File: config.mk
export PLATFORM = sky130hd
export DESIGN_NAME = usc_ctrl_regs
export DESIGN_NICKNAME = d
export VERILOG_FILES = /design/src/rtl/usc_ctrl_regs.v
export VERILOG_INCLUDE_DIRS = /design/src /design/src/pkg
export SDC_FILE = /design/constraint.sdc
export NUM_CORES = 1
export LEC_CHECK = 0
export ABC_AREA = 1
export BUFFER_PORTS_ARGS = -buffer_cell sky130_fd_sc_hd__buf_2
export CORE_ASPECT_RATIO = 1.75
export CORE_MARGIN = 2
export CORE_UTILIZATION = 45
export DETAILED_ROUTE_END_ITERATION = 7
export GPL_ROUTABILITY_DRIVEN = 0
export PLACE_DENSITY_LB_ADDON = 0.12
export SYNTH_ARGS = -nofsm -noshare
export SYNTH_HDL_FRONTEND = slang
export SYNTH_SLANG_ARGS = --single-unit
File: constraint.sdc
create_clock -name clk -period 6 [get_ports clk]
set_clock_uncertainty 0.15 [all_clocks]
set_input_delay 0.6 -clock clk [delete_from_list [all_inputs] [get_ports clk]]
set_output_delay 0.6 -clock clk [all_outputs]
set_load 0.01 [all_outputs]
File: src/pkg/usc_regs_defs.vh
`ifndef USC_REGS_DEFS_VH
`define USC_REGS_DEFS_VH
// Register offsets (byte addresses on the 8-bit space)
`define USC_ADDR_W 8
`define USC_OFS_CTRL1 8'h05
`define USC_OFS_IMASK 8'h06
`define USC_OFS_DEVADDR 8'h07
`define USC_OFS_IFLAGS 8'h0D
`define USC_OFS_BUFSEL 8'h0E
`define USC_OFS_CTRL2 8'h0F
`define USC_OFS_FRAME_LO 8'h15
`define USC_OFS_FRAME_HI 8'h16
`define USC_OFS_DMA_LO 8'h35
`define USC_OFS_DMA_HI 8'h36
// Control register 1 fields
`define USC_C1_RSVD 7
`define USC_C1_STBY 6
`define USC_C1_LOWSPD 5
`define USC_C1_LF_HI 4
`define USC_C1_LF_LO 3
`define USC_C1_DMADIR 2
`define USC_C1_DMAEN 1
`define USC_C1_USBEN 0
// Interrupt bits
`define USC_IRQ_DMA_BUSY 7
`define USC_IRQ_EVT_W 7
// Line force codes
`define USC_LF_NORMAL 2'h0
`define USC_LF_SE0 2'h1
`define USC_LF_K 2'h2
`define USC_LF_J 2'h3
// Reset values
`define USC_RST_BYTE 8'h00
`define USC_RST_CTRL1 8'h00
`endif

File: src/rtl/usc_ctrl_regs.v
// Functional notes
// - Ten byte registers decoded at fixed offsets
// - Control bit 6 puts transceiver in standby
// - Suspend when standby set and enable clear
// - Control bit 5 selects low speed
// - Bits 4:3 force normal, SE0, K, J
// - Line force bits clear at reset
// - Control bit 2 sets DMA direction
// - DMA enable; start on high count write
// - Control bit 0 gates USB transfers
// - USB enable clears at reset
// - Interrupt request only for enabled events
// - Enable writes leave status flags untouched
// - Mask bits 6..4: reset, SOF, DMA done
// - Mask bits 3..0: endpoint 3..0 done
// - Mask bit 7 reads DMA in progress
// - Status flags clear on written one
// - DMA busy bit never raises interrupt
//
// The Avalon-MM interface to the registers is this design's own decision.
`timescale 1ns/100ps
`include "usc_regs_defs.vh"
module usc_ctrl_regs #(
  parameter DW = 8
) (
  // Clock and reset
  input wire clk,
  input wire sys_rst,
  // Avalon-MM slave
  input wire [`USC_ADDR_W-1:0] avs_address,
  input wire avs_read,
  input wire avs_write,
  input wire [DW-1:0] avs_writedata,
  output reg [DW-1:0] avs_readdata,
  output reg avs_waitrequest,
  // Event pulses from the serial engine and DMA logic
  input wire [`USC_IRQ_EVT_W-1:0] evt_pulse,
  input wire dma_complete,
  // Frame number and buffer select state from the engine
  input wire [DW-1:0] frame_lo_in,
  input wire [DW-1:0] frame_hi_in,
  input wire [DW-1:0] buf_sel_in,
  // Controls to the rest of the device
  output reg transceiver_standby,
  output reg suspend_mode,
  output reg low_speed_select,
  output reg line_force_hi_bit,
  output reg line_force_lo_bit,
  output reg force_dp_r,
  output reg force_dm_r,
  output reg force_active_r,
  output reg dma_read_dir,
  output reg dma_enable,
  output reg dma_start,
  output reg dma_busy,
  output reg usb_enable,
  output reg [DW-1:0] device_bus_address,
  output reg [DW-1:0] usb_control_two,
  output reg [DW-1:0] dma_length,
  output reg [2*DW-1:0] dma_total_count,
  output reg interrupt_request_out
);

  // ==========================================
  // Register storage
  reg [DW-1:0] ctrl1_r;
  reg [DW-2:0] imask_r;
  reg [DW-2:0] iflags_r;
  reg [DW-1:0] dma_lo_r;
  reg [DW-1:0] dma_hi_r;
  reg busy_r;
  reg ack_r;
  wire req = (avs_read | avs_write) & ~ack_r;
  wire wr = avs_write & ~ack_r;
  wire rd = avs_read & ~ack_r;
  wire [DW-2:0] iflags_nxt;
  wire [DW-1:0] ctrl1_wr = {1'b0, avs_writedata[DW-2:0]};

  // ==========================================
  // Address decode, one select per register
  reg sel_ctrl1;
  reg sel_imask;
  reg sel_devaddr;
  reg sel_iflags;
  reg sel_bufsel;
  reg sel_ctrl2;
  reg sel_frame_lo;
  reg sel_frame_hi;
  reg sel_dma_lo;
  reg sel_dma_hi;
  always @* begin
    sel_ctrl1 = 1'b0;
    sel_imask = 1'b0;
    sel_devaddr = 1'b0;
    sel_iflags = 1'b0;
    sel_bufsel = 1'b0;
    sel_ctrl2 = 1'b0;
    sel_frame_lo = 1'b0;
    sel_frame_hi = 1'b0;
    sel_dma_lo = 1'b0;
    sel_dma_hi = 1'b0;
    if (avs_address == `USC_OFS_CTRL1) begin
      sel_ctrl1 = 1'b1;
    end else if (avs_address == `USC_OFS_IMASK) begin
      sel_imask = 1'b1;
    end else if (avs_address == `USC_OFS_DEVADDR) begin
      sel_devaddr = 1'b1;
    end else if (avs_address == `USC_OFS_IFLAGS) begin
      sel_iflags = 1'b1;
    end else if (avs_address == `USC_OFS_BUFSEL) begin
      sel_bufsel = 1'b1;
    end else if (avs_address == `USC_OFS_CTRL2) begin
      sel_ctrl2 = 1'b1;
    end else if (avs_address == `USC_OFS_FRAME_LO) begin
      sel_frame_lo = 1'b1;
    end else if (avs_address == `USC_OFS_FRAME_HI) begin
      sel_frame_hi = 1'b1;
    end else if (avs_address == `USC_OFS_DMA_LO) begin
      sel_dma_lo = 1'b1;
    end else if (avs_address == `USC_OFS_DMA_HI) begin
      sel_dma_hi = 1'b1;
    end
  end

  // ==========================================
  // Write strobes
  wire wr_ctrl1 = wr & sel_ctrl1;
  wire wr_imask = wr & sel_imask;
  wire wr_devaddr = wr & sel_devaddr;
  wire wr_iflags = wr & sel_iflags;
  wire wr_ctrl2 = wr & sel_ctrl2;
  wire wr_dma_lo = wr & sel_dma_lo;
  wire wr_dma_hi = wr & sel_dma_hi;

  // ==========================================
  // Event flags: a new event wins over a same-cycle clear
  genvar gi;
  generate
    for (gi = 0; gi < DW-1; gi = gi + 1) begin : g_flag
      wire clr = wr_iflags & avs_writedata[gi];
      assign iflags_nxt[gi] = evt_pulse[gi] | (iflags_r[gi] & ~clr);
    end
  endgenerate

  // ==========================================
  // Bus handshake: one wait cycle, answer on second cycle
  always @(posedge clk or posedge sys_rst) begin
    if (sys_rst) begin
      ack_r <= 1'b0;
      avs_waitrequest <= 1'b1;
    end else begin
      ack_r <= req;
      avs_waitrequest <= ~req;
    end
  end

  // ==========================================
  // Control register 1
  always @(posedge clk or posedge sys_rst) begin
    if (sys_rst) begin
      ctrl1_r <= `USC_RST_CTRL1;
    end else if (wr_ctrl1) begin
      ctrl1_r <= ctrl1_wr;
    end
  end

  // ==========================================
  // Interrupt mask, never touches the flags
  always @(posedge clk or posedge sys_rst) begin
    if (sys_rst) begin
      imask_r <= {(DW-1){1'b0}};
    end else if (wr_imask) begin
      imask_r <= avs_writedata[DW-2:0];
    end
  end

  // ==========================================
  // Event flags
  always @(posedge clk or posedge sys_rst) begin
    if (sys_rst) begin
      iflags_r <= {(DW-1){1'b0}};
    end else begin
      iflags_r <= iflags_nxt;
    end
  end

  // ==========================================
  // Device bus address
  always @(posedge clk or posedge sys_rst) begin
    if (sys_rst) begin
      device_bus_address <= `USC_RST_BYTE;
    end else if (wr_devaddr) begin
      device_bus_address <= avs_writedata;
    end
  end

  // ==========================================
  // Control register 2
  always @(posedge clk or posedge sys_rst) begin
    if (sys_rst) begin
      usb_control_two <= `USC_RST_BYTE;
    end else if (wr_ctrl2) begin
      usb_control_two <= avs_writedata;
    end
  end

  // ==========================================
  // DMA count low byte
  always @(posedge clk or posedge sys_rst) begin
    if (sys_rst) begin
      dma_lo_r <= `USC_RST_BYTE;
    end else if (wr_dma_lo) begin
      dma_lo_r <= avs_writedata;
    end
  end

  // ==========================================
  // DMA count high byte
  always @(posedge clk or posedge sys_rst) begin
    if (sys_rst) begin
      dma_hi_r <= `USC_RST_BYTE;
    end else if (wr_dma_hi) begin
      dma_hi_r <= avs_writedata;
    end
  end

  // ==========================================
  // DMA launch on the high count write; a launch beats a same-cycle completion
  always @(posedge clk or posedge sys_rst) begin
    if (sys_rst) begin
      busy_r <= 1'b0;
      dma_start <= 1'b0;
    end else begin
      dma_start <= 1'b0;
      if (wr_dma_hi && ctrl1_r[`USC_C1_DMAEN]) begin
        dma_start <= 1'b1;
        busy_r <= 1'b1;
      end else if (dma_complete) begin
        busy_r <= 1'b0;
      end
    end
  end

  // ==========================================
  // Read data, registered on the answer cycle
  always @(posedge clk or posedge sys_rst) begin
    if (sys_rst) begin
      avs_readdata <= `USC_RST_BYTE;
    end else if (rd) begin
      if (sel_ctrl1) begin
        avs_readdata <= ctrl1_r;
      end else if (sel_imask) begin
        avs_readdata <= {busy_r, imask_r};
      end else if (sel_devaddr) begin
        avs_readdata <= device_bus_address;
      end else if (sel_iflags) begin
        avs_readdata <= {busy_r, iflags_r};
      end else if (sel_bufsel) begin
        avs_readdata <= buf_sel_in;
      end else if (sel_ctrl2) begin
        avs_readdata <= usb_control_two;
      end else if (sel_frame_lo) begin
        avs_readdata <= frame_lo_in;
      end else if (sel_frame_hi) begin
        avs_readdata <= frame_hi_in;
      end else if (sel_dma_lo) begin
        avs_readdata <= dma_lo_r;
      end else if (sel_dma_hi) begin
        avs_readdata <= dma_hi_r;
      end else begin
        avs_readdata <= `USC_RST_BYTE;
      end
    end
  end

  // ==========================================
  // Transceiver standby, suspend and transfer enable
  always @(posedge clk or posedge sys_rst) begin
    if (sys_rst) begin
      transceiver_standby <= 1'b0;
      suspend_mode <= 1'b0;
      usb_enable <= 1'b0;
    end else begin
      transceiver_standby <= ctrl1_r[`USC_C1_STBY];
      suspend_mode <= ctrl1_r[`USC_C1_STBY] & ~ctrl1_r[`USC_C1_USBEN];
      usb_enable <= ctrl1_r[`USC_C1_USBEN];
    end
  end

  // ==========================================
  // Speed select
  always @(posedge clk or posedge sys_rst) begin
    if (sys_rst) begin
      low_speed_select <= 1'b0;
    end else begin
      low_speed_select <= ctrl1_r[`USC_C1_LOWSPD];
    end
  end

  // ==========================================
  // Line force
  wire [1:0] lf = {ctrl1_r[`USC_C1_LF_HI], ctrl1_r[`USC_C1_LF_LO]};
  always @(posedge clk or posedge sys_rst) begin
    if (sys_rst) begin
      line_force_hi_bit <= 1'b0;
      line_force_lo_bit <= 1'b0;
      force_dp_r <= 1'b0;
      force_dm_r <= 1'b0;
      force_active_r <= 1'b0;
    end else begin
      line_force_hi_bit <= ctrl1_r[`USC_C1_LF_HI];
      line_force_lo_bit <= ctrl1_r[`USC_C1_LF_LO];
      force_active_r <= (lf != `USC_LF_NORMAL);
      force_dp_r <= (lf == `USC_LF_J);
      force_dm_r <= (lf == `USC_LF_K);
    end
  end

  // ==========================================
  // DMA controls
  always @(posedge clk or posedge sys_rst) begin
    if (sys_rst) begin
      dma_read_dir <= 1'b0;
      dma_enable <= 1'b0;
      dma_busy <= 1'b0;
      dma_length <= `USC_RST_BYTE;
      dma_total_count <= {(2*DW){1'b0}};
    end else begin
      dma_read_dir <= ctrl1_r[`USC_C1_DMADIR];
      dma_enable <= ctrl1_r[`USC_C1_DMAEN];
      dma_busy <= busy_r;
      dma_length <= dma_lo_r;
      dma_total_count <= {dma_hi_r, dma_lo_r};
    end
  end

  // ==========================================
  // Interrupt request
  always @(posedge clk or posedge sys_rst) begin
    if (sys_rst) begin
      interrupt_request_out <= 1'b0;
    end else begin
      interrupt_request_out <= |(iflags_r & imask_r);
    end
  end

endmodule

==> metrics.csv, run 1 <==
stage,metric,value,unit
power_and_ir_drop,p_leak,2.88,nW
logic_synthesis,ys_seq_area_share,55.1,%
floorplanning,dieArea,10300,µm²
clock_network,cts.path.max_buffers,2,
timing,tns,0,ps
logic_synthesis,yosysWarnings,0,
global_routing,grt_max_degree,82,
floorplanning,coreArea,9350,µm²
logic_synthesis,synth_top_area_share,54.5,%
setup_path,cp-end-kind,flip-flop,
logic_synthesis,synthTopCellsByCount,"nand2_1 (116), dfrtp_1 (93), inv_1 (52)",
final_layout,num_antenna_cells,0,
floorplanning,num_rows,47,
logic_synthesis,synthArstFlopShare,100,%
final_layout,fill_cells,894,
detailed_routing,wl_per_cell,15.6,µm
detailed_routing,drt_pass1_iterations,5,
timing,setup_viol,0,
global_routing,grt_util_all_layers,22.5,%
detailed_routing,postRouteAntennaNets,0,
detailed_routing,num_vias,3479,
timing,rsz0062_at_grt,false,
timing,maxSlewViolCount,0,
timing,finalCritPeriodShare,30.1,%
detailed_routing,drt_first_iter_violations,163,
global_routing,grt_pass1_vias,3501,
logic_synthesis,synth_ff_type,dfrtp_1,
worst_hold_path,hp-class,in -> async,
clock_network,clk_pin_slew,60,ps
setup_path,cp.arrival,1930,ps
logic_synthesis,synth.largest_area_cell,dfrtp_1,
global_routing,grt_antenna_before_repair,0,
final_layout,drive_above_1_share,31.6,%
setup_path,worstSetupPathType,in -> reg,
timing,fmax,554,MHz
power_and_ir_drop,ir_drop,149,µV
timing,fin_crit,1810,ps
floorplanning,initial_utilization,45.7,%
logic_synthesis,syn-mean-instance-area,9.11,µm²
logic_synthesis,ys_types,35,
final_layout,final_nets,630,
clock_network,htree_levels,3,
logic_synthesis,syn_area,4270,µm²
timing,worst_slew_pin_slew,984,ps
logic_synthesis,yosys-top-cells-area,"dfrtp_1 (54%), nand2_1 (10%), inv_1 (4.6%)",
run,maxCapViolations,0,
clock_network,clock_sinks,94,
run_status,status,finished clean,
placement,io_buffers,114,
clock_network,cts-root-buf,clkbuf_16,
floorplanning,die_height,133,µm
power_and_ir_drop,p_total,1.32,mW
clock_network,clk_latency,340,ps
clock_network,cts_setup_buffers,0,
clock_network,ctsHoldBuffers,0,
setup_path,critPathRequiredTime,6130,ps
floorplanning,die_x,77.6,µm
logic_synthesis,netlist_instances,469,
power_and_ir_drop,powerDensity,258,nW/µm²
logic_synthesis,synth_edf_count,0,
timing,hold_viol_final,0,
detailed_routing,viasPerCell,4.93,
setup_path,r2r_slack,4260,ps
final_layout,areaGrowthSynthToFinish,20.0,%
placement,dp_hpwl,8320,µm
setup_path,start_kind,input port,
global_routing,grt_pass1_wl,17800,µm
logic_synthesis,ys_ff_latch,94,
global_routing,globalRouteOverflowTotal,0,
timing,slew_headroom,34.4,%
logic_synthesis,synth.most_common_cell,nand2_1,
setup_path,worst-path-max-fanout,12,
clock_network,numCtsBuffers,9,
detailed_routing,drc,0,
detailed_routing,finalWirelength,11000,µm
clock_network,post_cts_resize_count,0,
logic_synthesis,synthesis.nets,521,
clock_network,cts_tree,yes,
floorplanning,num_io_pins,115,
[kinds of logic after synthesis]
logic type,after synthesis,share of synthesized area (%)
AOI/OAI and AO/OA,71,10.4
buffers and inverters,80,9.05
DFF,94,55.1
and+or+nand+nor,224,25.4
[metrics by stage]
stage          instance area [µm²]  setup slack [ps]  hold WS, ps  std cells  util (%)
2_1_floorplan                 4270              2800          219        469         -
4_1_cts                       5130              4210         22.9        705      54.8
3_3_place_gp                  4850              3890          242        689      51.9
6_report                      5130              4190         18.3        705      54.8
3_5_place_dp                  4850              3870          234        689      51.9
5_1_grt                       5130              4060         34.3        705      54.8
[power breakdown]
group          internal, mW  switching, mW  total, mW
sequential            0.658         0.0149      0.673
clock                 0.291          0.234      0.525
combinational        0.0436         0.0809      0.124
total                 0.993          0.330       1.32
[state kept, by name (all words and copies together) (netlist names), 7 cells and up]
name and count:
ctrl1_r 7, dma_hi_r 8, iflags_r 7, imask_r 7, avs_readdata 8, usb_control_two 8, device_bus_address 8, dma_total_count 16
dma_lo_r 8
[metal layers]
layer | vias to the layer above | part of all wire, % | GRT usage [%]
li1 | 1708 | - | -
met1 | 1620 | 39 | 27.1
met2 | 120 | 53 | 38.6
met3 | 31 | 4.7 | 3.48
met4 | 0 | 3.5 | 11.4
met5 | - | 0 | 0
[placed cells by master (no fill, tap or decap), drive strengths merged]
cell type | Yosys | final
clkbuf | 1 | 12
nor3 | 1 | 1
a211oi | 2 | 2
dfrtp | 93 | 93
a22o | 1 | 1
clkinv | 2 | 5
dfstp | 1 | 1
o21ai | 56 | 56
and3 | 1 | 1
nand2 | 129 | 129
o2111ai | 1 | 1
o22ai | 1 | 1
o21bai | 3 | 3
nand4 | 9 | 9
or2 | 6 | 6
clkinvlp | 0 | 2
a21oi | 5 | 5
nand3 | 40 | 40
inv | 61 | 60
buf | 16 | 115
nor2 | 38 | 38
a221oi | 2 | 2
[path summary, 6_finish.rpt]
kind | startpoint | endpoint | cells past startpoint
hold / removal | sys_rst | dma_total_count[13] | 2
setup reg to reg | ack_r | avs_readdata[4] | 8
max in group asynchronous | sys_rst | iflags_r[3] | 3
hold reg to reg | ctrl1_r[2] | dma_read_dir | 0
min in group clk | ctrl1_r[2] | dma_read_dir | 0
setup / recovery | avs_address[0] | avs_readdata[2] | 12
[final cells by class]
| cell class | instances | area (µm²) | share of cell area, % |
|---|---|---|---|
| Sequential cell | 94 | 2350 | 45.9 |
| Multi-Input combinational cell | 295 | 1530 | 29.9 |
| Timing Repair Buffer | 115 | 578 | 11.3 |
| Clock buffer | 12 | 246 | 4.81 |
| Inverter | 63 | 240 | 4.69 |
| Tap cell | 122 | 153 | 2.98 |
| Clock inverter | 4 | 25.0 | 0.488 |
[critical path, cell delays in order]
cell and delay [ps]:
buf_2 130, inv_1 90, nand2_2 90, nor2_4 290, nand2_2 170, nor2_1 170, nor2_1 70, nand4_1 70
nand2_1 70, nand3_1 70, nand2_1 60, nand2_1 60
Note: power is estimated with default switching activity, not from simulation.
==> run 2: changes to the inputs <==
==> constraint.sdc (replaced) <==
create_clock -name clk -period 1.45 [get_ports clk]
set_clock_uncertainty 0.15 [all_clocks]
set_input_delay 0.145 -clock clk [delete_from_list [all_inputs] [get_ports clk]]
set_output_delay 0.145 -clock clk [all_outputs]
set_load 0.01 [all_outputs]
==> metrics.csv, run 2 (same netlist as run 1, synthesis figures left out) <==
stage,metric,value,unit,change
setup_path,critPathRequiredTime,1500,ps,was 6130 ps
global_routing,grt_pass1_wl,18100,µm,"was 17,800 µm"
timing,slew_headroom,66.3,%,was 34.4%
global_routing,grt_antenna_before_repair,0,,unchanged
power_and_ir_drop,p_leak,3.05,nW,was 2.88 nW
placement,dp_hpwl,8510,µm,was 8320 µm
clock_network,clock_sinks,94,,unchanged
power_and_ir_drop,internal_power,4.15,mW,was 0.993 mW
floorplanning,coreArea,9350,µm²,unchanged
setup_path,worst-path-max-fanout,16,,was 12
final_layout,fill_cells,862,,was 894
final_layout,largest-register,dma_total_count,,unchanged
final_layout,seq_area,2350,µm²,unchanged
placement,place_inst,712,,was 689
timing,worst_slew_pin_slew,505,ps,was 984 ps
run_status,status,finished clean,,unchanged
final_layout,drive_above_1_share,34.0,%,was 31.6%
timing,fin_crit,1390,ps,
power_and_ir_drop,p_clk_share,38.4,%,was 39.7%
floorplanning,dieArea,10300,µm²,unchanged
timing,hold_viol_final,0,,unchanged
setup_path,slowest_stage,dfrtp_1,,was nor2_4
setup_path,cp-end-kind,flip-flop,,unchanged
floorplanning,die_x,77.6,µm,unchanged
run,maxCapViolations,0,,unchanged
detailed_routing,wl_per_cell,15.5,µm,was 15.6 µm
power_and_ir_drop,switchingPower,1.34,mW,was 0.330 mW
floorplanning,num_rows,47,,unchanged
timing,fmax,718,MHz,
setup_path,cpPeakStageDelay,360,ps,was 290 ps
detailed_routing,drc,0,,unchanged
final_layout,largest_reg_flops,16,,unchanged
placement,io_buffers,114,,unchanged
final_layout,fin_util,58.2,%,was 54.8%
setup_path,critPathLaunch,ack_r,,was avs_address[0]
detailed_routing,viasPerCell,4.90,,was 4.93
setup_path,crit_top_cell,nand2_1,,unchanged
final_layout,areaGrowthSynthToFinish,27.5,%,was 20.0%
global_routing,grt_max_degree,95,,was 82
clock_network,clk_pin_slew,60,ps,about the same
clock_network,cts-root-buf,clkbuf_16,,unchanged
floorplanning,die_height,133,µm,unchanged
clock_network,htree_levels,3,,unchanged
detailed_routing,drt_first_iter_violations,146,,was 163
worst_hold_path,min_from,avs_writedata[7],,
final_layout,final_common_cell,nand2_1,,unchanged
setup_path,worstSetupPathType,reg -> reg,,was in -> reg
global_routing,grt_util_all_layers,22.9,%,was 22.5%
clock_network,numCtsBuffers,9,,unchanged
setup_path,cp.arrival,1450,ps,was 1930 ps
timing,rsz0062_at_grt,true,,was false
timing,maxSlewViolCount,0,,unchanged
timing,finalCritPeriodShare,96.0,%,
global_routing,grt_pass1_vias,3704,,"was 3,501"
clock_network,cts_tree,yes,,unchanged
floorplanning,num_io_pins,115,,unchanged
final_layout,final_nets,664,,was 630
power_and_ir_drop,ir_drop,759,µV,was 149 µV
clock_network,cts.path.max_buffers,2,,unchanged
setup_path,r2r_start,ack_r,,unchanged
setup_path,cp_cell_sequence,"inv_1, nand2_1, clkinv_4, nand3_2, buf_4, nand2_1, o21ai_0",,"was buf_2, inv_1, nand2_2, nor2_4, nand2_2, nor2_1, nor2_1, nand4_1, nand2_1, nand3_1, nand2_1, nand2_1"
power_and_ir_drop,powerDensity,1010,nW/µm²,was 258 nW/µm²
setup_path,start_kind,flip-flop,,was input port
final_layout,multiInputGateArea,1560,µm²,was 1530 µm²
final_layout,fin_cells,737,,was 705
final_layout,num_antenna_cells,0,,unchanged
global_routing,globalRouteOverflowTotal,0,,unchanged
power_and_ir_drop,power_frac_comb,10.7,%,was 9.4%
worst_hold_path,hp-class,in -> reg,,was in -> async
final_layout,mostFrequentLayoutCells,"nand2_1 (115), buf_2 (114), dfrtp_1 (93), inv_1 (50), nand3_1 (37)",,"was nand2_1 (116), buf_2 (114), dfrtp_1 (93), inv_1 (51), nand3_1 (37)"
detailed_routing,finalWirelength,11400,µm,"was 11,000 µm"
power_and_ir_drop,sequentialPowerShare,50.9,%,about the same
detailed_routing,drt_pass1_iterations,4,,was 5
detailed_routing,postRouteAntennaNets,0,,unchanged
floorplanning,initial_utilization,45.7,%,unchanged
power_and_ir_drop,swShare,24.4,%,was 24.9%
detailed_routing,num_vias,3613,,"was 3,479"
timing,setup_viol,0,,unchanged
clock_network,clk_latency,340,ps,about the same
==> run 2: changes by cell type in the layout (fill, tap and decap cells not counted), moves of 2 or more <==
cell / delta
o21ai_0: -2
o21ai_1: +2
buf_4: +22
dlygate4sd3_1: +9
buf_12: +2
clkinv_2: -3
==> run 2: critical path: cells and delay by family, from the launching register on <==
| kind | cells | cell delay [ps] |
|---|---|---|
| buffers and inverters | 3 | 420 |
| flip-flops | 1 | 360 |
| AND/OR/NAND/NOR | 3 | 230 |
| AO/OA/AOI/OAI | 1 | 80 |
==> run 2: power by group through the flow <==
| stage | combinational [mW] | clock (mW) | sequential, mW |
|---|---|---|---|
| 4_1_cts | 0.580 | 2.14 | 2.79 |
| 6_report | 0.586 | 2.11 | 2.79 |
| 3_3_place_gp | 0.550 | 0 | 2.84 |
| 3_5_place_dp | 0.557 | 0 | 2.84 |
| 5_1_grt | 0.646 | 2.26 | 2.80 |
| 2_1_floorplan | 0.265 | 0 | 2.86 |
==> run 2: cell type report <==
cell class | count | area share, %
Clock buffer | 13 | 4.60
Clock inverter | 1 | 0.138
Inverter | 63 | 4.55
Multi-Input combinational cell | 296 | 28.7
Sequential cell | 94 | 43.2
Tap cell | 122 | 2.80
Timing Repair Buffer | 148 | 16.0
==> run 2: path summary, 6_finish.rpt <==
kind | depth (start not counted) | slack (ps) | end
setup / recovery | 7 | 60 | dma_lo_r[3]
hold / removal | 3 | 40 | usb_control_two[7]
setup reg to reg | 7 | 60 | dma_lo_r[3]
hold reg to reg | 0 | 260 | dma_total_count[5]
max in group asynchronous | 4 | 420 | avs_waitrequest
min in group asynchronous | 4 | 330 | dma_hi_r[5]
==> run 2: through the flow <==
stage / TNS, ps / hold slack, ps / cell area (µm²) / setup WS [ps] / power, mW
2_1_floorplan: 0 / 93.4 / 4270 / 45.4 / 3.12
3_3_place_gp: -2050 / 166 / 5050 / -155 / 3.39
3_5_place_dp: -2910 / 175 / 5050 / -177 / 3.39
4_1_cts: 0 / 37.9 / 5410 / 12.5 / 5.51
5_1_grt: -20.0 / 66.9 / 5450 / -10.9 / 5.71
6_report: 0 / 41.7 / 5450 / 57.7 / 5.49
==> run 2: metal layers <==
metal  global-route usage (%)  routed length [µm]  vias to the layer above
met1                     26.1                4370                     1702
li1                         -                   -                     1776
met2                     41.3                6230                      118
met5                        0                   0                        -
met4                     9.82                 253                        0
met3                     3.96                 570                       17
==> run 2: repair_timing <==
| item | CTS | global route |
|---|---|---|
| gates resized for setup | 2 | 7 |
| pin swaps | 0 | 1 |
| gates cloned | 0 | 1 |
| hold buffers | 9 | 0 |
| endpoints found under the setup margin | 5 | 14 |
| endpoints found under the hold margin | 101 | 0 |
| setup buffers | 0 | 1 |
==> run 3: changes to the inputs <==
--- a/config.mk
+++ b/config.mk
@@ -11,6 +11,7 @@
 export CORE_ASPECT_RATIO = 1.75
 export CORE_MARGIN = 2
 export CORE_UTILIZATION = 45
+export CTS_BUF_LIST = sky130_fd_sc_hd__clkbuf_8
 export DETAILED_ROUTE_END_ITERATION = 7
 export GPL_ROUTABILITY_DRIVEN = 0
 export PLACE_DENSITY_LB_ADDON = 0.12
==> metrics.csv, run 3 (same netlist as run 1, synthesis figures left out) <==
stage,metric,value,unit,change
detailed_routing,viasPerCell,4.91,,was 4.90
global_routing,grt_max_degree,95,,unchanged
timing,slew_headroom,67.1,%,was 66.3%
detailed_routing,wl_met1,4340,µm,was 4370 µm
run,maxCapViolations,0,,unchanged
floorplanning,num_rows,47,,unchanged
power_and_ir_drop,p_leak,3.02,nW,was 3.05 nW
detailed_routing,dr_wl_met3,487,µm,was 570 µm
setup_path,start_kind,flip-flop,,unchanged
detailed_routing,wl_per_cell,15.2,µm,was 15.5 µm
final_layout,fill_cells,876,,was 862
timing,fin_hold_ws,19.7,ps,was 41.7 ps
final_layout,drive_above_1_share,33.8,%,was 34.0%
setup_path,critPathLaunch,ack_r,,unchanged
final_layout,final_nets,664,,unchanged
setup_path,cp-end-kind,flip-flop,,unchanged
floorplanning,die_x,77.6,µm,unchanged
detailed_routing,drc,0,,unchanged
timing,rsz0062_at_grt,true,,unchanged
clock_network,htree_levels,3,,unchanged
clock_network,cts.path.max_buffers,2,,unchanged
final_layout,largest-register,dma_total_count,,unchanged
detailed_routing,drt_first_iter_violations,120,,was 146
floorplanning,initial_utilization,45.7,%,unchanged
clock_network,cts-root-buf,clkbuf_8,,was clkbuf_16
worst_hold_path,min_from,avs_writedata[7],,unchanged
run_status,status,finished clean,,unchanged
timing,fmax,706,MHz,was 718 MHz
timing,maxSlewViolCount,0,,unchanged
clock_network,numCtsBuffers,9,,unchanged
final_layout,seq_area,2350,µm²,unchanged
timing,setup_viol,0,,unchanged
detailed_routing,drt_pass1_iterations,4,,unchanged
power_and_ir_drop,powerDensity,909,nW/µm²,was 1010 nW/µm²
setup_path,r2r_start,ack_r,,unchanged
timing,fin_ws,34.4,ps,was 57.7 ps
placement,dp_hpwl,8510,µm,unchanged
placement,dp_slack,-177,ps,unchanged
final_layout,areaGrowthSynthToFinish,24.8,%,was 27.5%
detailed_routing,met2WireLength,6080,µm,was 6230 µm
setup_path,critPathRequiredTime,1560,ps,was 1500 ps
timing,hold_viol_final,0,,unchanged
timing,fin_crit,1420,ps,was 1390 ps
setup_path,cp.arrival,1520,ps,was 1450 ps
placement,io_buffers,114,,unchanged
final_layout,num_antenna_cells,0,,unchanged
floorplanning,num_io_pins,115,,unchanged
detailed_routing,num_vias,3618,,"was 3,613"
final_layout,fin_util,57.0,%,was 58.2%
final_layout,final_common_cell,nand2_1,,unchanged
power_and_ir_drop,ir_drop,624,µV,was 759 µV
final_layout,multiInputGateArea,1540,µm²,was 1560 µm²
global_routing,grt_antenna_before_repair,0,,unchanged
global_routing,globalRouteOverflowTotal,0,,unchanged
clock_network,clk_pin_slew,80,ps,was 60 ps
setup_path,worst-path-max-fanout,4,,was 16
detailed_routing,finalWirelength,11200,µm,"was 11,400 µm"
global_routing,grt_util_all_layers,22.7,%,was 22.9%
clock_network,clock_sinks,94,,unchanged
worst_hold_path,hp-class,in -> reg,,unchanged
clock_network,cts_tree,yes,,unchanged
detailed_routing,postRouteAntennaNets,0,,unchanged
final_layout,fin_cells,737,,unchanged
detailed_routing,top_layer,met4,,unchanged
final_layout,largest_reg_flops,16,,unchanged
floorplanning,dieArea,10300,µm²,unchanged
timing,worst_slew_pin_slew,493,ps,was 505 ps
global_routing,grt_pass1_wl,18000,µm,"was 18,100 µm"
setup_path,worstSetupPathType,reg -> reg,,unchanged
floorplanning,die_height,133,µm,unchanged
final_layout,mostFrequentLayoutCells,"nand2_1 (116), buf_2 (114), dfrtp_1 (93), inv_1 (53), nand3_1 (37)",,"was nand2_1 (115), buf_2 (114), dfrtp_1 (93), inv_1 (50), nand3_1 (37)"
placement,place_inst,712,,unchanged
clock_network,clk_latency,360,ps,was 340 ps
timing,finalCritPeriodShare,97.6,%,was 96.0%
global_routing,grt_pass1_vias,3701,,"was 3,704"
floorplanning,coreArea,9350,µm²,unchanged
run 3: changes by cell type in the layout (fill, tap and decap cells not counted), sizes merged:
cell / change
inv: +4
clkbuf: -3
clkinv: -1
nand3: -1
buf: +1
run 3: power breakdown:
part           internal [mW]  leakage [nW]  total, mW  switching [mW]
clock network          0.633        0.0880       1.47           0.840
logic                  0.235          1.68      0.582           0.347
registers               2.72          1.26       2.79          0.0680
total                   3.59          3.02       4.84            1.25
run 3: through the flow:
| step | area [µm²] | TNS [ps] | power (mW) |
|---|---|---|---|
| after floorplan | 4270 | 0 | 3.12 |
| after global placement | 5050 | -2050 | 3.39 |
| after detailed placement | 5050 | -2910 | 3.39 |
| after CTS | 5300 | 0 | 4.88 |
| after global routing | 5330 | -605 | 5.06 |
| final | 5330 | 0 | 4.84 |
run 3: final cells by class:
class                   count  share of cell area (%)
multi-input cells         295                    28.9
well taps                 122                    2.86
clock buffers              10                    2.58
clock inverters             4                   0.352
flip-flops and latches     94                    44.2
inverters                  63                    4.60
repair buffers            149                    16.5
run 3: worst max-delay path, stage by stage (launching register included):
cell     delay [ps]
dfrtp_1         330
inv_1            50
nand2_1         190
inv_2            90
buf_4           140
buf_4           140
o21ai_0          80
inv_1            60
nand2_1          60
nand2_1          40
run 3: worst paths after layout:
path,end,slack [ps],cells after the start
setup / recovery,avs_readdata[2],30,9
hold / removal,usb_control_two[7],20,3
setup reg to reg,avs_readdata[2],30,9
hold reg to reg,dma_total_count[15],260,0
max in group asynchronous,avs_waitrequest,450,4
min in group asynchronous,dma_hi_r[5],320,4
run 3: layer usage:
layer | global-route usage [%] | vias up
li1 | - | 1777
met1 | 25.8 | 1718
met2 | 40.9 | 102
met3 | 3.96 | 21
met4 | 10.0 | 0
met5 | 0 | -
run 3: timing repair:
item	4_1_cts	5_1_grt
gates resized for setup	1	5
setup buffers	0	2
hold buffers	9	0
setup endpoints to repair	1	41
hold endpoints to repair	101	0
